### src/core/mlbd_regs.svh
// Constants for the muxed local bus DMA handshake block.
// Included by design files by bare name; definitions only.
`ifndef MLBD_REGS_SVH
`define MLBD_REGS_SVH
`define MLBD_BURST_MAX  4
`define MLBD_FIFO_DEPTH 16
`define MLBD_DATA_W     32
`define MLBD_LANES      4
`define MLBD_LA_W       27
`define MLBD_LA_LSB     2
`define MLBD_WORD_W     30
`endif

### src/core/mlbd_pkg.sv
// Types shared by the muxed local bus DMA handshake block.
// Assumes nothing beyond a SystemVerilog compiler.
package mlbd_pkg;
  typedef enum logic [1:0] {ST_IDLE, ST_ADDR, ST_DATA} mlbd_state_t;
endpackage : mlbd_pkg

### src/core/mlbd_lane_par.sv
// Even parity per byte lane of a data word.
// Purely combinational; caller registers the result.
`timescale 1ns/100ps
module mlbd_lane_par #(
  parameter int LANES = 4
) (
  input  wire logic [8*LANES-1:0] data_in,
  output wire logic [LANES-1:0]   par_out
);
  genvar g;
  generate
    for (g = 0; g < LANES; g++)
    begin : g_lane
      // Bit set when lane holds odd ones, so lane plus bit is even
      assign par_out[g] = ^data_in[8*g +: 8];
    end
  endgenerate
endmodule : mlbd_lane_par

### src/core/mlbd_fifo.sv
// First-word-fall-through FIFO for host writes headed to the local bus.
// Single clock; ready and valid are registered.
`timescale 1ns/100ps
module mlbd_fifo #(
  parameter int WIDTH = 32,
  parameter int DEPTH = 16,
  parameter int CW    = $clog2(DEPTH) + 1
) (
  input  wire logic             mclk_in,
  input  wire logic             srst_in,
  input  wire logic [WIDTH-1:0] in_data_in,
  input  wire logic             in_valid_in,
  output logic                  in_ready_out,
  output logic [WIDTH-1:0]      out_data_out,
  output logic                  out_valid_out,
  input  wire logic             out_ready_in,
  output logic [CW-1:0]         count_out
);
  localparam int AW = $clog2(DEPTH);
  logic [WIDTH-1:0] mem_r [DEPTH];
  logic [AW-1:0]    wp_r;
  logic [AW-1:0]    rp_r;
  logic [CW-1:0]    cnt_nxt;
  logic             push;
  logic             pop;

  assign push         = in_valid_in && in_ready_out;
  assign pop          = out_ready_in && out_valid_out;
  assign out_data_out = mem_r[rp_r];
  assign cnt_nxt      = CW'(count_out + CW'(push) - CW'(pop));

  always_ff @(posedge mclk_in)
  begin
    if (push)
      mem_r[wp_r] <= in_data_in;
  end

  always_ff @(posedge mclk_in)
  begin
    if (srst_in)
    begin
      wp_r          <= '0;
      rp_r          <= '0;
      count_out     <= '0;
      in_ready_out  <= 1'b0;
      out_valid_out <= 1'b0;
    end
    else
    begin
      if (push)
        wp_r <= (wp_r == AW'(DEPTH - 1)) ? '0 : AW'(wp_r + 1'b1);
      if (pop)
        rp_r <= (rp_r == AW'(DEPTH - 1)) ? '0 : AW'(rp_r + 1'b1);
      count_out     <= cnt_nxt;
      in_ready_out  <= cnt_nxt != CW'(DEPTH);
      out_valid_out <= cnt_nxt != '0;
    end
  end
endmodule : mlbd_fifo

### src/core/mlbd_core.sv
// Local bus master side of a muxed address/data bus with demand DMA.
// Assumes bus ownership is already granted and zero wait state data beats.
//
// Operation
// - In demand mode, drive channel acknowledge low during each access of its transfer.
// - Active-low request inputs gate each demand-mode channel's transfers.
// - Drive transceiver enable low plus a direction output for local data buffers.
// - Direction low while receiving data, high while driving data out.
// - In status mode the shared pin shows write FIFO almost full by threshold.
// - In end-of-transfer mode, shared pin assertion terminates the active transfer.
// - Even parity, one bit per byte lane, four lanes.
// - Check parity on received data, generate parity on driven data.
// - Separate address bus carries physical address bits 28 down to 2.
// - Separate address increments each successive data beat of a burst.
// - Address phase on the muxed bus carries upper 30 address bits.
// - Data phase carries a full 32-bit word.
// - Address strobe low for exactly the first clock of an access.
// - Burst final low during the last data beat of an access.
// - Address latch enable high in address phase only.
`timescale 1ns/100ps
`include "mlbd_regs.svh"
module mlbd_core #(
  parameter int BURST_MAX  = `MLBD_BURST_MAX,
  parameter int FIFO_DEPTH = `MLBD_FIFO_DEPTH,
  parameter int CNT_W      = 16,
  parameter int FCW        = $clog2(FIFO_DEPTH) + 1
) (
  input  wire logic                  mclk_in,
  input  wire logic                  srst_in,
  input  wire logic [1:0]            cfg_ch_demand_in,
  input  wire logic                  cfg_shared_is_eot_in,
  input  wire logic [FCW-1:0]        cfg_af_level_in,
  input  wire logic                  dma_start_in,
  input  wire logic                  dma_start_ch_in,
  input  wire logic [31:0]           dma_start_addr_in,
  input  wire logic [CNT_W-1:0]      dma_start_words_in,
  input  wire logic                  dma_start_write_in,
  output logic [1:0]                 dma_armed_out,
  output logic                       dma_done_out,
  output logic                       dma_done_ch_out,
  output logic                       dma_done_eot_out,
  input  wire logic [31:0]           wr_data_in,
  input  wire logic                  wr_valid_in,
  output logic                       wr_ready_out,
  output logic [31:0]                rd_data_out,
  output logic                       rd_valid_out,
  output logic                       rd_par_err_out,
  input  wire logic                  dma_ch0_demand_req_n_in,
  input  wire logic                  dma_ch1_demand_req_n_in,
  output logic                       dma_ch0_demand_ack_n_out,
  output logic                       dma_ch1_demand_ack_n_out,
  output logic                       xcvr_enable_n_out,
  output logic                       xcvr_direction_out,
  input  wire logic                  dma_end_of_transfer_n_in,
  output logic                       host_wr_fifo_almost_full_out,
  output logic                       shared_pin_oe_out,
  input  wire logic [3:0]            lane_parity_in,
  output logic [3:0]                 lane_parity_out,
  output logic                       lane_parity_oe_out,
  output logic [`MLBD_LA_W-1:0]      local_addr_mid_out,
  output logic                       local_addr_mid_oe_out,
  input  wire logic [31:0]           local_addr_data_in,
  output logic [31:0]                local_addr_data_out,
  output logic                       local_addr_data_oe_out,
  output logic                       addr_strobe_n_out,
  output logic                       addr_strobe_n_oe_out,
  output logic                       burst_final_n_out,
  output logic                       burst_final_n_oe_out,
  output logic                       ale_out
);
  localparam int BLW = $clog2(BURST_MAX + 1);

  mlbd_pkg::mlbd_state_t st_r;
  logic [1:0]                 req_s1_r, req_s2_r;
  logic                       eot_s1_r, eot_s2_r;
  logic [31:0]                lad_s1_r, lad_s2_r;
  logic [3:0]                 par_s1_r, par_s2_r;
  logic [`MLBD_WORD_W-1:0]    addr_r [2];
  logic [CNT_W-1:0]           left_r [2];
  logic [1:0]                 wr_r;
  logic                       ch_r;
  logic [BLW-1:0]             blen_r;
  logic                       beat_rd_r;
  logic [1:0]                 rd_pipe_r;
  logic [31:0]                fifo_data;
  logic                       fifo_valid;
  logic                       fifo_pop;
  logic [FCW-1:0]             fifo_cnt;
  logic [3:0]                 par_gen, par_chk;
  logic [1:0]                 ch_ok;
  logic [BLW-1:0]             len_c [2];
  logic                       pick_ch;
  logic                       eot_act;
  logic                       req_act;
  logic                       launch;
  logic                       beat_last;
  logic                       terminate;

  // Two-stage capture of every pin input
  always_ff @(posedge mclk_in)
  begin
    if (srst_in)
    begin
      req_s1_r <= 2'h3;
      req_s2_r <= 2'h3;
      eot_s1_r <= 1'b1;
      eot_s2_r <= 1'b1;
      lad_s1_r <= 32'h0;
      lad_s2_r <= 32'h0;
      par_s1_r <= 4'h0;
      par_s2_r <= 4'h0;
    end
    else
    begin
      req_s1_r <= {dma_ch1_demand_req_n_in, dma_ch0_demand_req_n_in};
      req_s2_r <= req_s1_r;
      eot_s1_r <= dma_end_of_transfer_n_in;
      eot_s2_r <= eot_s1_r;
      lad_s1_r <= local_addr_data_in;
      lad_s2_r <= lad_s1_r;
      par_s1_r <= lane_parity_in;
      par_s2_r <= par_s1_r;
    end
  end

  mlbd_fifo #(
    .WIDTH (32),
    .DEPTH (FIFO_DEPTH),
    .CW    (FCW)
  ) u_fifo (
    .mclk_in       (mclk_in),
    .srst_in       (srst_in),
    .in_data_in    (wr_data_in),
    .in_valid_in   (wr_valid_in),
    .in_ready_out  (wr_ready_out),
    .out_data_out  (fifo_data),
    .out_valid_out (fifo_valid),
    .out_ready_in  (fifo_pop),
    .count_out     (fifo_cnt)
  );

  mlbd_lane_par #(.LANES(`MLBD_LANES)) u_par_gen (
    .data_in (fifo_data),
    .par_out (par_gen)
  );

  mlbd_lane_par #(.LANES(`MLBD_LANES)) u_par_chk (
    .data_in (lad_s2_r),
    .par_out (par_chk)
  );

  // Channel eligibility; writes wait until the whole burst sits in the FIFO
  always_comb
  begin
    for (int i = 0; i < 2; i++)
    begin
      len_c[i] = (left_r[i] < CNT_W'(BURST_MAX)) ? BLW'(left_r[i]) : BLW'(BURST_MAX);
      ch_ok[i] = dma_armed_out[i] && (!cfg_ch_demand_in[i] || !req_s2_r[i])
                 && (!wr_r[i] || fifo_cnt >= FCW'(len_c[i]));
    end
  end

  assign pick_ch   = !ch_ok[0];
  assign eot_act   = cfg_shared_is_eot_in && !eot_s2_r;
  assign req_act   = !cfg_ch_demand_in[ch_r] || !req_s2_r[ch_r];
  assign launch    = (st_r == mlbd_pkg::ST_ADDR)
                     || (st_r == mlbd_pkg::ST_DATA && burst_final_n_out);
  assign beat_last = blen_r == BLW'(1) || left_r[ch_r] == CNT_W'(1) || eot_act || !req_act;
  assign terminate = left_r[ch_r] == CNT_W'(1) || eot_act;
  assign fifo_pop  = launch && wr_r[ch_r];

  // Access sequencer
  always_ff @(posedge mclk_in)
  begin
    if (srst_in)
    begin
      st_r   <= mlbd_pkg::ST_IDLE;
      ch_r   <= 1'b0;
      blen_r <= '0;
    end
    else
    begin
      unique case (st_r)
        mlbd_pkg::ST_IDLE:
          if (|ch_ok)
          begin
            st_r   <= mlbd_pkg::ST_ADDR;
            ch_r   <= pick_ch;
            blen_r <= len_c[pick_ch];
          end
        mlbd_pkg::ST_ADDR:
        begin
          st_r   <= mlbd_pkg::ST_DATA;
          blen_r <= BLW'(blen_r - 1'b1);
        end
        mlbd_pkg::ST_DATA:
          if (!burst_final_n_out)
            st_r <= mlbd_pkg::ST_IDLE;
          else
            blen_r <= BLW'(blen_r - 1'b1);
      endcase
    end
  end

  // Per-channel descriptors; a start on an armed channel is ignored
  always_ff @(posedge mclk_in)
  begin
    if (srst_in)
    begin
      dma_armed_out    <= 2'h0;
      wr_r             <= 2'h0;
      addr_r[0]        <= '0;
      addr_r[1]        <= '0;
      left_r[0]        <= '0;
      left_r[1]        <= '0;
      dma_done_out     <= 1'b0;
      dma_done_ch_out  <= 1'b0;
      dma_done_eot_out <= 1'b0;
    end
    else
    begin
      dma_done_out <= 1'b0;
      if (launch)
      begin
        addr_r[ch_r] <= `MLBD_WORD_W'(addr_r[ch_r] + 1'b1);
        left_r[ch_r] <= CNT_W'(left_r[ch_r] - 1'b1);
        if (terminate)
        begin
          dma_armed_out[ch_r] <= 1'b0;
          dma_done_out        <= 1'b1;
          dma_done_ch_out     <= ch_r;
          dma_done_eot_out    <= eot_act;
        end
      end
      if (dma_start_in && !dma_armed_out[dma_start_ch_in] && dma_start_words_in != '0)
      begin
        dma_armed_out[dma_start_ch_in] <= 1'b1;
        wr_r[dma_start_ch_in]          <= dma_start_write_in;
        addr_r[dma_start_ch_in]        <= dma_start_addr_in[31:2];
        left_r[dma_start_ch_in]        <= dma_start_words_in;
      end
    end
  end

  // Bus pins, all registered
  always_ff @(posedge mclk_in)
  begin
    if (srst_in)
    begin
      addr_strobe_n_out      <= 1'b1;
      addr_strobe_n_oe_out   <= 1'b0;
      burst_final_n_out      <= 1'b1;
      burst_final_n_oe_out   <= 1'b0;
      ale_out                <= 1'b0;
      local_addr_mid_out     <= '0;
      local_addr_mid_oe_out  <= 1'b0;
      local_addr_data_out    <= 32'h0;
      local_addr_data_oe_out <= 1'b0;
      lane_parity_out        <= 4'h0;
      lane_parity_oe_out     <= 1'b0;
      xcvr_enable_n_out      <= 1'b1;
      xcvr_direction_out     <= 1'b1;
      beat_rd_r              <= 1'b0;
    end
    else if (st_r == mlbd_pkg::ST_IDLE && |ch_ok)
    begin
      addr_strobe_n_out      <= 1'b0;
      ale_out                <= 1'b1;
      addr_strobe_n_oe_out   <= 1'b1;
      burst_final_n_oe_out   <= 1'b1;
      local_addr_mid_oe_out  <= 1'b1;
      local_addr_mid_out     <= addr_r[pick_ch][`MLBD_LA_W-1:0];
      local_addr_data_out    <= {addr_r[pick_ch], 2'b00};
      local_addr_data_oe_out <= 1'b1;
      lane_parity_out        <= 4'h0;
      lane_parity_oe_out     <= 1'b0;
      xcvr_enable_n_out      <= 1'b0;
      xcvr_direction_out     <= 1'b1;
    end
    else if (launch)
    begin
      addr_strobe_n_out      <= 1'b1;
      ale_out                <= 1'b0;
      burst_final_n_out      <= !beat_last;
      local_addr_mid_out     <= addr_r[ch_r][`MLBD_LA_W-1:0];
      local_addr_data_out    <= wr_r[ch_r] ? fifo_data : 32'h0;
      local_addr_data_oe_out <= wr_r[ch_r];
      lane_parity_out        <= wr_r[ch_r] ? par_gen : 4'h0;
      lane_parity_oe_out     <= wr_r[ch_r];
      xcvr_direction_out     <= wr_r[ch_r];
      beat_rd_r              <= !wr_r[ch_r];
    end
    else
    begin
      addr_strobe_n_out      <= 1'b1;
      addr_strobe_n_oe_out   <= 1'b0;
      burst_final_n_out      <= 1'b1;
      burst_final_n_oe_out   <= 1'b0;
      ale_out                <= 1'b0;
      local_addr_mid_oe_out  <= 1'b0;
      local_addr_data_oe_out <= 1'b0;
      lane_parity_oe_out     <= 1'b0;
      xcvr_enable_n_out      <= 1'b1;
      xcvr_direction_out     <= 1'b1;
      beat_rd_r              <= 1'b0;
    end
  end

  // Acknowledge tracks the owning channel from address phase to last beat
  always_ff @(posedge mclk_in)
  begin
    if (srst_in)
    begin
      dma_ch0_demand_ack_n_out <= 1'b1;
      dma_ch1_demand_ack_n_out <= 1'b1;
    end
    else if (st_r == mlbd_pkg::ST_IDLE && |ch_ok)
    begin
      dma_ch0_demand_ack_n_out <= !(cfg_ch_demand_in[0] && !pick_ch);
      dma_ch1_demand_ack_n_out <= !(cfg_ch_demand_in[1] && pick_ch);
    end
    else if (st_r == mlbd_pkg::ST_DATA && !burst_final_n_out)
    begin
      dma_ch0_demand_ack_n_out <= 1'b1;
      dma_ch1_demand_ack_n_out <= 1'b1;
    end
  end

  // Read data lags the bus by the capture stages; checked after them
  always_ff @(posedge mclk_in)
  begin
    if (srst_in)
    begin
      rd_pipe_r      <= 2'h0;
      rd_valid_out   <= 1'b0;
      rd_data_out    <= 32'h0;
      rd_par_err_out <= 1'b0;
    end
    else
    begin
      rd_pipe_r    <= {rd_pipe_r[0], beat_rd_r};
      rd_valid_out <= rd_pipe_r[1];
      if (rd_pipe_r[1])
      begin
        rd_data_out    <= lad_s2_r;
        rd_par_err_out <= par_chk != par_s2_r;
      end
    end
  end

  // Shared pin: driven only as status output
  always_ff @(posedge mclk_in)
  begin
    if (srst_in)
    begin
      host_wr_fifo_almost_full_out <= 1'b0;
      shared_pin_oe_out            <= 1'b0;
    end
    else
    begin
      host_wr_fifo_almost_full_out <= !cfg_shared_is_eot_in
                                      && fifo_cnt >= cfg_af_level_in;
      shared_pin_oe_out            <= !cfg_shared_is_eot_in;
    end
  end

  a_ads_one_clock: assert property (@(posedge mclk_in) disable iff (srst_in)
    !addr_strobe_n_out |=> addr_strobe_n_out && !ale_out)
    else $error("address strobe held past first clock");
  a_ale_with_ads: assert property (@(posedge mclk_in) disable iff (srst_in)
    ale_out == !addr_strobe_n_out)
    else $error("latch enable outside address phase");
  a_burst_final_n_ends_access: assert property (@(posedge mclk_in) disable iff (srst_in)
    !burst_final_n_out && local_addr_mid_oe_out |=> burst_final_n_out)
    else $error("burst final held two beats");
  a_burst_bounded: assert property (@(posedge mclk_in) disable iff (srst_in)
    !addr_strobe_n_out |-> ##[1:4] !burst_final_n_out)
    else $error("access longer than burst limit");
  a_addr_incr: assert property (@(posedge mclk_in) disable iff (srst_in)
    addr_strobe_n_out && burst_final_n_oe_out && $past(burst_final_n_out)
      && $past(addr_strobe_n_out) && $past(burst_final_n_oe_out)
      |-> local_addr_mid_out == `MLBD_LA_W'($past(local_addr_mid_out) + 1'b1))
    else $error("address did not step by one word");
  a_addr_match: assert property (@(posedge mclk_in) disable iff (srst_in)
    !addr_strobe_n_out |-> local_addr_data_out[`MLBD_LA_W+1:2] == local_addr_mid_out)
    else $error("separate and muxed address differ");
  a_dir_receive: assert property (@(posedge mclk_in) disable iff (srst_in)
    !xcvr_enable_n_out |-> xcvr_direction_out == local_addr_data_oe_out)
    else $error("direction disagrees with data drive");
  a_par_even: assert property (@(posedge mclk_in) disable iff (srst_in)
    lane_parity_oe_out |-> (^{local_addr_data_out[7:0], lane_parity_out[0]}) == 1'b0
      && (^{local_addr_data_out[31:24], lane_parity_out[3]}) == 1'b0)
    else $error("driven lane parity not even");
  a_ack_demand: assert property (@(posedge mclk_in) disable iff (srst_in)
    !dma_ch0_demand_ack_n_out |-> cfg_ch_demand_in[0] && !xcvr_enable_n_out)
    else $error("acknowledge outside a demand transfer");
  a_af_status: assert property (@(posedge mclk_in) disable iff (srst_in)
    host_wr_fifo_almost_full_out |-> shared_pin_oe_out)
    else $error("almost full shown while pin is input");
  a_pop_has_data: assert property (@(posedge mclk_in) disable iff (srst_in)
    fifo_pop |-> fifo_valid)
    else $error("write beat launched from empty buffer");
endmodule : mlbd_core

### config.mk
export PLATFORM = sky130hd
export DESIGN_NAME = mlbd_core
export DESIGN_NICKNAME = d
export VERILOG_FILES = /design/src/core/mlbd_pkg.sv /design/src/core/mlbd_lane_par.sv /design/src/core/mlbd_fifo.sv /design/src/core/mlbd_core.sv
export VERILOG_INCLUDE_DIRS = /design/src /design/src/core
export SDC_FILE = /design/constraint.sdc
export NUM_CORES = 1
export LEC_CHECK = 0
export BUFFER_PORTS_ARGS = -buffer_cell sky130_fd_sc_hd__clkbuf_2
export CAP_MARGIN = 40
export CORE_MARGIN = 4
export CORE_UTILIZATION = 60
export CTS_BUF_LIST = sky130_fd_sc_hd__clkbuf_16
export DETAILED_ROUTE_END_ITERATION = 8
export GPL_TIMING_DRIVEN = 0
export HOLD_SLACK_MARGIN = 0.1
export PLACE_DENSITY = 0.79
export SLEW_MARGIN = 40
export SYNTH_ARGS = -nofsm -noshare
export SYNTH_HDL_FRONTEND = slang
export SYNTH_SLANG_ARGS = --single-unit
### constraint.sdc
create_clock -name mclk_in -period 4.85 [get_ports mclk_in]
set_clock_uncertainty 0.15 [all_clocks]
set_input_delay 0.7275 -clock mclk_in [delete_from_list [all_inputs] [get_ports mclk_in]]
set_output_delay 0.7275 -clock mclk_in [all_outputs]
set_load 0.02 [all_outputs]
Word-level counts from Yosys, hierarchy flattened
Memory sizes are Yosys's and may differ from the RTL's. A register that Yosys moved wholly into a read port is not among the register bits. Index checks and enable logic that the tools add are counted.

Reductions and logical operators: 71. Mux-type cells: 78. Shift operators: 0. Equal/unequal tests: 12. Div/mod/pow operators: 0. Add/subtract/negate cells: 7. $mul: 0. Order comparisons: 10. Bitwise gates (word level): 5.

Operator list (number): 2-to-1 mux 32 bit (3); parity 8 bit (8); 2-to-1 mux 30 bit (2); OR reduction 30 bit (2); 2-to-1 mux 27 bit (2); 2-to-1 mux 1 bit (46); < comparator 16 x 3 -> 1 bit (second input constant) (2); 2-to-1 mux 16 bit (2); OR reduction 16 bit (2); adder 30 x 1 -> 30 bit (second input constant) (1); 2-to-1 mux 3 bit (7); 2-to-1 mux 4 bit (5); logical AND 1 bit (18); logical NOT 1 bit (18); equality test 16 x 1 -> 1 bit (second input constant) (1); nonzero test 16 bit (1); subtractor 16 x 1 -> 16 bit (second input constant) (1); 2-to-1 mux 2 bit (6); >= comparator 5 x 3 -> 1 bit (2); logical OR 1 bit (10); case mux 3 bit (3 select lines) (1); adder 4 x 1 -> 4 bit (second input constant) (2); equality test 4 bit (second input constant) (2); AND reduction 2 bit (4); 27 further kinds (35).

Bits in read-only memories: 0. Logic and storage cells: 228. Bits in writable memories: 604. Bits in registers: 218. Memories kept: 3. Output and inout bits: 117. Bits in latches: 0. Input port bits: 133.

Memory list: u_fifo.mem_r (depth 16, bits a word 32, read ports 1, clocked after Yosys merged registers in 1, wr ports 1, line mlbd_fifo.sv:20) `logic [WIDTH-1:0] mem_r [DEPTH];`; addr_r (depth 2, bits a word 30, read ports 2, clocked after Yosys merged registers in 1, wr ports 2, line mlbd_core.sv:78) `` logic [`MLBD_WORD_W-1:0] addr_r [2]; ``; left_r (depth 2, bits a word 16, read ports 3, clocked after Yosys merged registers in 1, wr ports 2, line mlbd_core.sv:79) `logic [CNT_W-1:0] left_r [2];`.

Depth between registers and ports, before layout
Gate-level depths: netlist of run 1.

Word-level depth: 12. Mapped depth: 17. Gate-level depth less buffers: 16.

Modules after synthesis
From an unflattened synthesis of run 1, not the netlist that was laid out.

Cell total of the unflattened synthesis: 2227. Area total of the unflattened synthesis: 33606.0 µm².

Modules (own cells, without submodules): mlbd_fifo (seq. area each 15755.1 µm², area each 20048.0 µm², times used 1, cells each 901); mlbd_core (seq. area each 6846.6 µm², area each 13067.5 µm², times used 1, cells each 1270); mlbd_lane_par (seq. area each 0.0 µm², area each 245.2 µm², times used 2, cells each 28).

Worst setup path after synthesis of run 1
Ideal clock, no wire load.

Kind: in2reg. From: input wr_valid_in. To: memory u_fifo.mem_r[3][0], enable pin. Setup slack: 0.749 ns. Cell stages on the path: 4. Data required time: 4.239 ns. Arrival time: 3.490 ns. Path buffers: 1. Library setup time: 0.461 ns. Cells stage by stage: and2_1 > clkbuf_1 > nand2_1 > nor3_1.

Cells in the longest elaborated chain, start to end: 3.

RTL lines: start, declared (line mlbd_core.sv:43) `input wire logic wr_valid_in,`; logical AND 1 bit (line mlbd_fifo.sv:27) `assign push = in_valid_in && in_ready_out;`; named net u_fifo.push (line mlbd_fifo.sv:24) `logic push;`; 2-to-1 mux 1 bit (line mlbd_fifo.sv:34) `if (push)`; 2-to-1 mux 1 bit (implied by the code) (line mlbd_fifo.sv:35) `mem_r[wp_r] <= in_data_in;`; end, declared (line mlbd_fifo.sv:20).

The timed path passes the listed nets, and every way through them passes these cells.

==> reports/metrics.yaml, run 1 <==
outcome:
  status: "finished clean"
synth:
  ys_types: 65
  seq_area_frac_synth: 0.665
  synth_nets: 2371
  synthDominantCellAreaShare: 0.533
  synthArstFlopShare: 0
  ys_seq_elements: 827
  syn-cell-area_mm2: 0.0340
  postSynthAreaPerCell_um2: 15.4
  netlist_instances: 2206
  synth_top_cell_by_area: "edfxtp_1"
  synthTopCellsByArea: "edfxtp_1 53%, dfxtp_1 13%, mux4_2 9.5%"
  synth_edf_count: 604
  synthFlopType: "edfxtp_1"
  yosys_warnings: 0
worst_setup_path:
  max_stage_delay_ps: 490
  path_cells: "buf_2 -> buf_4 -> buf_2 -> buf_2 -> clkbuf_4 -> mux2_2 -> inv_1 -> ha_1 -> nand3_1 -> nor3_1 -> inv_2 -> nor3_1 -> xnor2_1 -> a22o_1"
  critPathArrivalTime_ps: 4910
  crit_type: "reg -> reg"
  path_buf_inv: 7
  critical-path-top-delay-family: "buffers and inverters"
  slowest_stage: "buf_2"
  cp_max_fo: 10
  crit_required_ps: 5090
  end_kind: "register"
  cp-start-kind: "register"
  cp_common_cell: "buf_2"
placed_design:
  place_inst: 3265
  dp_hpwl_um: 70000
  pre_cts_slack_ps: -29.1
  gp_congestion: 0.962
  port_buffers: 247
  place_area_mm2: 0.0372
cells_and_area:
  drive_above_1_share: 0.248
  fin_area_mm2: 0.0398
  fin_cells: 3418
  syn2layout_area_growth_pct: 17.1
  nFillCells: 3473
  layout_commonest_cell: "edfxtp_1"
  final_cell_mix: "604 x edfxtp_1, 252 x clkbuf_2, 223 x dfxtp_1"
  layout.nets: 2768
power_and_ir_drop:
  p_total_mw: 18.0
  power_per_cell_area_mw_per_mm2: 451
  power_leakage_nw: 14.0
  ir_drop_mv: 0.333
grt:
  grt_max_degree: 17
  grt.overflow.total: 0
  first_global_vias: 22300
  grt_first_pass_wirelength_um: 149000
  antenna_found_initial: 5
  grt_usage: 0.338
detailed_routing:
  post_drt_wl_per_cell_um: 29.9
  ant_nets: 0
  dr_total_vias: 22200
  drc: 0
  via_per_inst: 6.50
  finalWirelength_um: 102000
  drt_iter0_markers: 2756
  drt_first_pass_iters: 6
cts:
  cts-root-buf: "clkbuf_16"
  clock_path_buffers: 3
  numCtsBuffers: 83
  ctsHoldBuffers: 0
  htreeDepth: 3
  clk_latency_ps: 650
  cts_tree: "yes"
  cts_setup_buffers: 0
  clk_pin_slew_ps: 60
  cts_sinks: 827
timing:
  fmax_mhz: 214
  setup_violations: 0
  tightest_slew_ps: 908
  post-route-period-util: 0.964
  slew_headroom: 0.395
  hold_violations: 0
  setup_ws_ps: 173
  min_period_ps: 4680
  grt_setup_unrepaired: "no"
  hold_slack_ps: 135
  finalMaxSlewViolations: 0
worst_hold_path:
  hp-class: "in -> reg"
die:
  core_area_mm2: 0.0556
  dieArea_mm2: 0.0605
  start_util: 0.611
  fp.dieH_um: 246
  rows: 86
  io-pin-count: 250
  dieWidth_um: 246
run:
  drv_cap: 0
final timing paths:
kind	startpoint	end	slack [ps]	depth (start not counted)
max	register	left_r[1][14]$_DFFE_PP_	170	14
max reg2reg	register	left_r[1][14]$_DFFE_PP_	170	14
min reg2reg	eot_s1_r$_SDFF_PP1_	eot_s2_r$_SDFF_PP1_	260	1
min	dma_end_of_transfer_n_in	eot_s1_r$_SDFF_PP1_	130	2
layout make-up:
class | count | area (µm²) | share of cell area
multi-input cells | 1185 | 10700 | 0.268
clock inverters | 62 | 467 | 0.0117
diodes | 4 | 10.0 | 0.000251
inverters | 55 | 206 | 0.00518
repair buffers | 312 | 2110 | 0.0530
plain buffers | 139 | 652 | 0.0164
well taps | 748 | 936 | 0.0235
flip-flops and latches | 827 | 22600 | 0.567
clock buffers | 86 | 2150 | 0.0540
power breakdown:
group	internal (mW)	switching (mW)
Sequential	8.06	0.306
Clock	3.49	2.74
Combinational	1.15	2.22
synth_stat cells (21+ instances only):
cell and n:
nand2_1 95, xor2_1 36, o21ai_0 33, a22o_1 81, clkbuf_1 86, a32oi_1 29, inv_1 52, a22oi_1 34
nor2b_1 86, nor2_1 127, mux2i_1 101, ha_1 31, edfxtp_1 604, o211ai_1 28, xnor2_1 73, dfxtp_1 223
a21oi_1 25, nor3_1 21, mux4_2 144, nand3_1 34
stage by stage:
stage / setup TNS (ps) / utilization
after detailed placement: -76.6 / 0.668
after global routing: 0 / 0.716
after CTS: 0 / 0.715
after floorplan: 0 / -
after global placement: -364440 / 0.650
final: 0 / 0.716
state kept, by name, summed over array words and instances (netlist names), 3 cells and up, named ones only:
name	cells
addr_r	60
blen_r	3
lad_s1_r	32
lad_s2_r	32
lane_parity_out	4
left_r	32
local_addr_data_out	32
local_addr_mid_out	27
par_s1_r	4
par_s2_r	4
rd_data_out	32
u_fifo.count_out	5
u_fifo.mem_r	512
u_fifo.rp_r	4
u_fifo.wp_r	4
routing by layer:
metal / wire [µm] / part of all wire / GRT usage / up-vias
met5: 8 / 0.000078 / 0 / -
met4: 5280 / 0.052 / 0.160 / 2
met3: 10700 / 0.10 / 0.0801 / 297
met2: 50300 / 0.49 / 0.559 / 1475
met1: 36000 / 0.35 / 0.426 / 11100
li1: - / - / - / 9319
kinds of logic (layout without fill, tap and decap cells):
family | Yosys count | in the layout | share of synthesized area
mux | 249 | 249 | 0.126
simple gates | 446 | 446 | 0.0651
xor+xnor | 109 | 109 | 0.0281
other cells | 0 | 4 | 0
buf+inv | 194 | 654 | 0.0250
compound gates | 349 | 349 | 0.0786
flops | 827 | 827 | 0.665
fa+ha+maj | 32 | 32 | 0.0120
repair_timing:
| action | 4_1_cts | 5_1_grt |
|---|---|---|
| gates cloned | 0 | 0 |
| gates resized for setup | 1 | 6 |
| endpoints found under the setup margin | 7 | 34 |
(Power assumes the default switching activity.)
==> run 2: changes to the inputs <==
--- a/config.mk
+++ b/config.mk
@@ -10,7 +10,7 @@
 export CAP_MARGIN = 40
 export CORE_MARGIN = 4
 export CORE_UTILIZATION = 60
-export CTS_BUF_LIST = sky130_fd_sc_hd__clkbuf_16
+export CTS_BUF_LIST = sky130_fd_sc_hd__clkbuf_2
 export DETAILED_ROUTE_END_ITERATION = 8
 export GPL_TIMING_DRIVEN = 0
 export HOLD_SLACK_MARGIN = 0.1
==> reports/metrics.yaml, run 2 (same netlist as run 1, synthesis figures left out) <==
outcome:
  status: "finished clean"  # unchanged
power_and_ir_drop:
  p_int_mw: 11.1  # was 12.7 mW
  ir_drop_mv: 0.258  # was 0.333 mV
  power_per_cell_area_mw_per_mm2: 397  # was 451 mW/mm²
  pwr-share-comb: 0.217  # was 0.188
  power_leakage_nw: 15.1  # was 14.0 nW
  swShare: 0.329  # was 0.293
  p_switching_mw: 5.43  # was 5.27 mW
  p_seq_frac: 0.506  # was 0.466
  p_total_mw: 16.5  # was 18.0 mW
  pwr-share-clk: 0.277  # was 0.347
cts:
  clock_path_buffers: 3  # unchanged
  cts_sinks: 827  # unchanged
  cts_tree: "yes"  # unchanged
  numCtsBuffers: 198  # was 83
  cts_setup_buffers: 0  # unchanged
  clk_pin_slew_ps: 110  # was 60 ps
  clk_latency_ps: 1450  # was 650 ps
  htreeDepth: 4  # was 3
  cts-root-buf: "clkbuf_2"  # was clkbuf_16
placed_design:
  gp_congestion: 0.962  # unchanged
  port_buffers: 247  # unchanged
  dp_hpwl_um: 70000  # unchanged
detailed_routing:
  finalWirelength_um: 106000  # was 102,000 µm
  ant_nets: 0  # unchanged
  dr_total_vias: 24100  # was 22,200
  via_per_inst: 6.19  # was 6.50
  post_drt_wl_per_cell_um: 27.1  # was 29.9 µm
  drt_iter0_markers: 2685  # was 2,756
  drc: 0  # unchanged
  drt_first_pass_iters: 6  # unchanged
timing:
  tightest_slew_ps: 928  # was 908 ps
  finalMaxSlewViolations: 0  # unchanged
  hold_violations: 0  # unchanged
  grt_setup_unrepaired: "no"  # unchanged
  slew_headroom: 0.381  # was 0.395
  min_period_ps: 4670  # was 4680 ps
  setup_violations: 0  # unchanged
  post-route-period-util: 0.962  # was 0.964
  fmax_mhz: 214  # about the same
worst_setup_path:
  cp_max_fo: 10  # unchanged
  rr_endpoint: "left_r[0][14]$_DFFE_PP_"  # was left_r[1][14]$_DFFE_PP_
  critPathArrivalTime_ps: 5730  # was 4910 ps
  path_cells: "buf_2 -> buf_4 -> buf_2 -> buf_2 -> clkbuf_4 -> mux2_2 -> inv_1 -> ha_1 -> nand3_1 -> nor3_1 -> inv_2 -> nor3_1 -> xnor2_1 -> a22o_1"  # unchanged
  worst-path-stages: 14  # unchanged
  crit_type: "reg -> reg"  # unchanged
  cp-start-kind: "register"  # unchanged
  critical-path-top-delay-family: "buffers and inverters"  # unchanged
  max_stage_delay_ps: 480  # was 490 ps
  path_buf_inv: 7  # unchanged
  reg2regPathDepth: 14  # unchanged
  endpoint: "left_r[0][14]$_DFFE_PP_"  # was left_r[1][14]$_DFFE_PP_
  cp_common_cell: "buf_2"  # unchanged
  end_kind: "register"  # unchanged
  crit_required_ps: 5910  # was 5090 ps
  r2r_slack_ps: 180  # was 170 ps
  slowest_stage: "buf_2"  # unchanged
die:
  dieArea_mm2: 0.0605  # unchanged
  core_area_mm2: 0.0556  # unchanged
  fp.dieH_um: 246  # unchanged
  io-pin-count: 250  # unchanged
  rows: 86  # unchanged
  dieWidth_um: 246  # unchanged
  start_util: 0.611  # unchanged
cells_and_area:
  final_core_util: 0.750  # was 0.716
  layout.nets: 3148  # was 2,768
  final_cell_mix: "604 x edfxtp_1, 534 x clkbuf_2, 263 x dlygate4sd3_1"  # was 604 x edfxtp_1, 252 x clkbuf_2, 223 x dfxtp_1
  layout_commonest_cell: "edfxtp_1"  # unchanged
  regMostFlops: "u_fifo.mem_r"  # unchanged
  top_regs: "u_fifo.mem_r (512), addr_r (60)"  # unchanged
  drive_above_1_share: 0.272  # was 0.248
  largest_register_ffs: 512  # unchanged
  syn2layout_area_growth_pct: 22.6  # was 17.1%
grt:
  use_met1: 0.430  # was 0.426
  antenna_found_initial: 7  # was 5
  met3_usage: 0.0928  # was 0.0801
  first_global_vias: 24800  # was 22,300
  busiest_layer: "met2"  # unchanged
  grt.overflow.total: 0  # unchanged
  grt_use_met2: 0.577  # was 0.559
  grt_first_pass_wirelength_um: 155000  # was 149,000 µm
  grt_usage: 0.349  # was 0.338
  grt_max_degree: 17  # unchanged
worst_hold_path:
  hp-class: "reg -> reg"  # was in -> reg
run:
  drv_cap: 0  # unchanged
run 2: cell type report:
class                           count  area [µm²]
Sequential cell                   827       22600
Fill cell                        3370       13900
Multi-Input combinational cell   1185       10700
Timing Repair Buffer              577        4760
Clock buffer                      282        1410
Tap cell                          748         936
Buffer                            139         652
Clock inverter                     72         394
Inverter                           55         206
Antenna cell                       10        25.0
run 2: how the worst min path moves through the flow:
stage / startpoint / endpoint / slack [ps] / cells after the start
floorplan: eot_s1_r$_SDFF_PP1_ / eot_s2_r$_SDFF_PP1_ / 240 / 1
global placement: req_s1_r[0]$_SDFF_PP1_ / req_s2_r[0]$_SDFF_PP1_ / 250 / 1
detailed placement: req_s1_r[1]$_SDFF_PP1_ / req_s2_r[1]$_SDFF_PP1_ / 250 / 1
CTS: cfg_shared_is_eot_in / dma_done_ch_out$_SDFFE_PP0P_ / 160 / 5
global route: cfg_shared_is_eot_in / dma_done_ch_out$_SDFFE_PP0P_ / 240 / 5
finish: req_s1_r[1]$_SDFF_PP1_ / req_s2_r[1]$_SDFF_PP1_ / 270 / 1
run 2: power groups by stage:
stage | Combinational [mW] | Clock (mW) | Sequential, mW
final | 3.59 | 4.58 | 8.36
after global routing | 3.80 | 5.06 | 8.39
after detailed placement | 3.27 | 0 | 8.49
after CTS | 3.47 | 4.60 | 8.33
after global placement | 3.11 | 0 | 8.50
after floorplan | 1.98 | 0 | 8.52
run 2: routing by layer:
metal  wire length, µm  vias to the layer above
met5                 0                        -
met4              5180                        0
met3             11200                      324
met2             51700                     1671
met1             37500                    11900
li1                  -                    10200
run 2: repair_timing:
item / in CTS / in global routing
hold buffers: 263 / 0
setup endpoints to repair: 18 / 44
gates resized for setup: 1 / 10
endpoints found under the hold margin: 697 / 0
pin swaps: 0 / 0
run 2: per-stage QoR:
stage	hold slack (ps)	setup WS, ps	cell area (µm²)	cells	setup TNS [ps]
detailed placement	248	-29.1	37200	3265	-76.6
global placement	247	-2200	36200	3201	-364440
global route	236	49.7	41700	3893	0
finish	272	185	41700	3895	0
CTS	163	73.5	41600	3882	0
floorplan	239	749	34000	2206	0
run 2: worst register-to-register path, cell delays in order (launching register included):
cell and delay [ps]:
dfxtp_1 450, buf_2 310, buf_4 270, buf_2 360, buf_2 480, clkbuf_4 460, mux2_2 430, inv_1 70
ha_1 260, nand3_1 140, nor3_1 400, inv_2 80, nor3_1 250, xnor2_1 140, a22o_1 220
==> run 3: changes to the inputs <==
--- a/config.mk
+++ b/config.mk
@@ -9,12 +9,12 @@
 export BUFFER_PORTS_ARGS = -buffer_cell sky130_fd_sc_hd__clkbuf_2
 export CAP_MARGIN = 40
 export CORE_MARGIN = 4
-export CORE_UTILIZATION = 60
+export CORE_UTILIZATION = 55
 export CTS_BUF_LIST = sky130_fd_sc_hd__clkbuf_2
 export DETAILED_ROUTE_END_ITERATION = 8
 export GPL_TIMING_DRIVEN = 0
 export HOLD_SLACK_MARGIN = 0.1
-export PLACE_DENSITY = 0.79
+export PLACE_DENSITY = 0.74
 export SLEW_MARGIN = 40
 export SYNTH_ARGS = -nofsm -noshare
 export SYNTH_HDL_FRONTEND = slang
==> reports/metrics.yaml, run 3 (same netlist as run 1, synthesis figures left out) <==
placed_design:
  pre_cts_slack_ps: -51.8  # was -29.1 ps
  gp_congestion: 0.952  # was 0.962
  place_area_mm2: 0.0372  # about the same
  port_buffers: 247  # unchanged
  dp_hpwl_um: 70000  # about the same
cts:
  cts-root-buf: "clkbuf_2"  # unchanged
  cts_sinks: 827  # unchanged
  numCtsBuffers: 197  # was 198
  cts_setup_buffers: 0  # unchanged
  clk_pin_slew_ps: 110  # about the same
  cts_tree: "yes"  # unchanged
  htreeDepth: 4  # unchanged
  clock_path_buffers: 3  # unchanged
  clk_latency_ps: 1470  # was 1450 ps
worst_setup_path:
  max_stage_delay_ps: 560  # was 480 ps
  slowest_stage: "or4_1"  # was buf_2
  rr_endpoint: "dma_ch1_demand_ack_n_out$_SDFFE_PP1P_"  # was left_r[0][14]$_DFFE_PP_
  cp_max_fo: 10  # unchanged
  cp-start-kind: "register"  # unchanged
  crit_type: "reg -> reg"  # unchanged
  reg2regPathDepth: 13  # was 14
  crit_required_ps: 6010  # was 5910 ps
  r2r_slack_ps: 170  # was 180 ps
  end_kind: "register"  # unchanged
  reg2reg_from: "left_r[0][12]$_DFFE_PP_"
  critPathArrivalTime_ps: 5840  # was 5730 ps
  path_cells: "or4_1 -> nor4_2 -> nand2_1 -> ha_1 -> nor2b_1 -> o21ai_1 -> a21boi_1 -> o31ai_1 -> clkbuf_1 -> clkbuf_4 -> nand3_1 -> a21o_1 -> dlygate4sd3_1"  # was buf_2 -> buf_4 -> buf_2 -> buf_2 -> clkbuf_4 -> mux2_2 -> inv_1 -> ha_1 -> nand3_1 -> nor3_1 -> inv_2 -> nor3_1 -> xnor2_1 -> a22o_1
worst_hold_path:
  hold_end: "dma_done_out$_SDFF_PP0_"  # was req_s2_r[1]$_SDFF_PP1_
  hp-class: "in -> reg"  # was reg -> reg
  hp-start: "cfg_shared_is_eot_in"  # was req_s1_r[1]$_SDFF_PP1_
  holdPathStages: 5  # was 1
power_and_ir_drop:
  power_per_cell_area_mw_per_mm2: 396  # was 397 mW/mm²
  power_leakage_nw: 15.1  # about the same
  swShare: 0.327  # was 0.329
  ir_drop_mv: 0.245  # was 0.258 mV
  pwr-share-comb: 0.216  # was 0.217
  pwr-share-clk: 0.277  # about the same
  p_switching_mw: 5.39  # was 5.43 mW
  p_seq_frac: 0.507  # was 0.506
  p_int_mw: 11.1  # about the same
detailed_routing:
  ant_nets: 0  # unchanged
  via_per_inst: 6.04  # was 6.19
  drc: 0  # unchanged
  dr_total_vias: 23700  # was 24,100
  finalWirelength_um: 103000  # was 106,000 µm
  drt_first_pass_iters: 6  # unchanged
  drt_iter0_markers: 2525  # was 2,685
  post_drt_wl_per_cell_um: 26.3  # was 27.1 µm
die:
  fp.dieH_um: 257  # was 246 µm
  core_area_mm2: 0.0608  # was 0.0556 mm²
  rows: 90  # was 86
  dieArea_mm2: 0.0659  # was 0.0605 mm²
  dieWidth_um: 257  # was 246 µm
  io-pin-count: 250  # unchanged
  start_util: 0.559  # was 0.611
grt:
  grt.overflow.total: 0  # unchanged
  grt_max_degree: 17  # unchanged
  antenna_found_initial: 6  # was 7
  grt_first_pass_wirelength_um: 153000  # was 155,000 µm
  first_global_vias: 24600  # was 24,800
  grt_usage: 0.312  # was 0.349
cells_and_area:
  nFillCells: 4234  # was 3,370
  drive_above_1_share: 0.275  # was 0.272
  syn2layout_area_growth_pct: 22.6  # about the same
  largest_register_ffs: 512  # unchanged
  layout.nets: 3152  # was 3,148
  seq_area_mm2: 0.0226  # unchanged
  fin_area_mm2: 0.0417  # about the same
  multiInputGateArea_mm2: 0.0107  # about the same
  regMostFlops: "u_fifo.mem_r"  # unchanged
  final_cell_mix: "604 x edfxtp_1, 551 x clkbuf_2, 268 x dlygate4sd3_1"  # was 604 x edfxtp_1, 534 x clkbuf_2, 263 x dlygate4sd3_1
  layout_commonest_cell: "edfxtp_1"  # unchanged
  top_regs: "u_fifo.mem_r (512), addr_r (60)"  # unchanged
  final_core_util: 0.686  # was 0.750
run:
  drv_cap: 0  # unchanged
timing:
  hold_violations: 0  # unchanged
  tightest_slew_ps: 968  # was 928 ps
  min_period_ps: 4680  # was 4670 ps
  fmax_mhz: 214  # about the same
  post-route-period-util: 0.965  # was 0.962
  grt_setup_unrepaired: "no"  # unchanged
  setup_ws_ps: 170  # was 185 ps
  tns_ps: 0  # unchanged
  setup_violations: 0  # unchanged
  finalMaxSlewViolations: 0  # unchanged
  slew_headroom: 0.354  # was 0.381
outcome:
  status: "finished clean"  # unchanged
[run 3: cell count changes in the layout (fill, tap and decap cells not counted), sizes merged]
cell / before / now
clkbuf: 617 / 634
clkinv: 60 / 37
dlygate4sd3: 263 / 268
clkinvlp: 1 / 2
bufinv: 3 / 2
diode: 10 / 11
buf: 118 / 116
[run 3: what timing repair did]
action	in CTS	in global routing
endpoints found under the hold margin	713	0
gates cloned	0	0
hold buffers	268	0
endpoints found under the setup margin	6	19
resized for setup	2	9
[run 3: worst max path at each step]
stage	startpoint	to	slack, ps	depth (start not counted)
floorplan	wr_valid_in	u_fifo.mem_r[3][0]$_DFFE_PP_	750	4
global placement	wr_valid_in	u_fifo.mem_r[0][29]$_DFFE_PP_	-2480	5
global route	left_r[1][15]$_DFFE_PP_	dma_ch1_demand_ack_n_out$_SDFFE_PP1P_	30	14
CTS	left_r[1][10]$_DFFE_PP_	dma_ch1_demand_ack_n_out$_SDFFE_PP1P_	70	14
detailed placement	left_r[0][12]$_DFFE_PP_	ale_out$_SDFF_PP0_	-50	12
finish	left_r[0][12]$_DFFE_PP_	dma_ch1_demand_ack_n_out$_SDFFE_PP1P_	170	13
[run 3: worst max-delay path, delay by kind of cell, from the launching register on]
family | cells | cell delay, ps
AOI/OAI and AO/OA | 4 | 790
and+or+nand+nor | 5 | 1460
adders and majority gates | 1 | 320
DFF | 1 | 450
buffers and inverters | 3 | 1360
[run 3: final cells by class]
| type | instances | area share |
|---|---|---|
| Sequential cell | 827 | 0.542 |
| Multi-Input combinational cell | 1185 | 0.257 |
| Timing Repair Buffer | 582 | 0.114 |
| Clock buffer | 297 | 0.0357 |
| Tap cell | 782 | 0.0235 |
| Buffer | 139 | 0.0158 |
| Clock inverter | 49 | 0.00669 |
| Inverter | 55 | 0.00495 |
| Antenna cell | 11 | 0.000660 |
[run 3: through the flow]
stage	total power [mW]	cells	hold WS (ps)
2_1_floorplan	10.5	2206	239
3_3_place_gp	11.6	3235	245
3_5_place_dp	11.8	3301	259
4_1_cts	16.4	3915	110
5_1_grt	17.2	3919	216
6_report	16.5	3927	240
[run 3: layer usage]
metal | up-vias | routed length [µm] | track usage
met5 | - | 23 | 0
met4 | 4 | 4530 | 0.142
met3 | 285 | 9560 | 0.0757
met2 | 1373 | 50200 | 0.507
met1 | 11800 | 38800 | 0.400
li1 | 10200 | - | -
[run 3: power by group through the flow]
| stage | sequential (mW) | combinational [mW] | clock (mW) |
|---|---|---|---|
| global route | 8.39 | 3.80 | 5.02 |
| CTS | 8.33 | 3.47 | 4.60 |
| detailed placement | 8.49 | 3.28 | 0 |
| global placement | 8.51 | 3.12 | 0 |
| floorplan | 8.52 | 1.98 | 0 |
| finish | 8.36 | 3.56 | 4.57 |
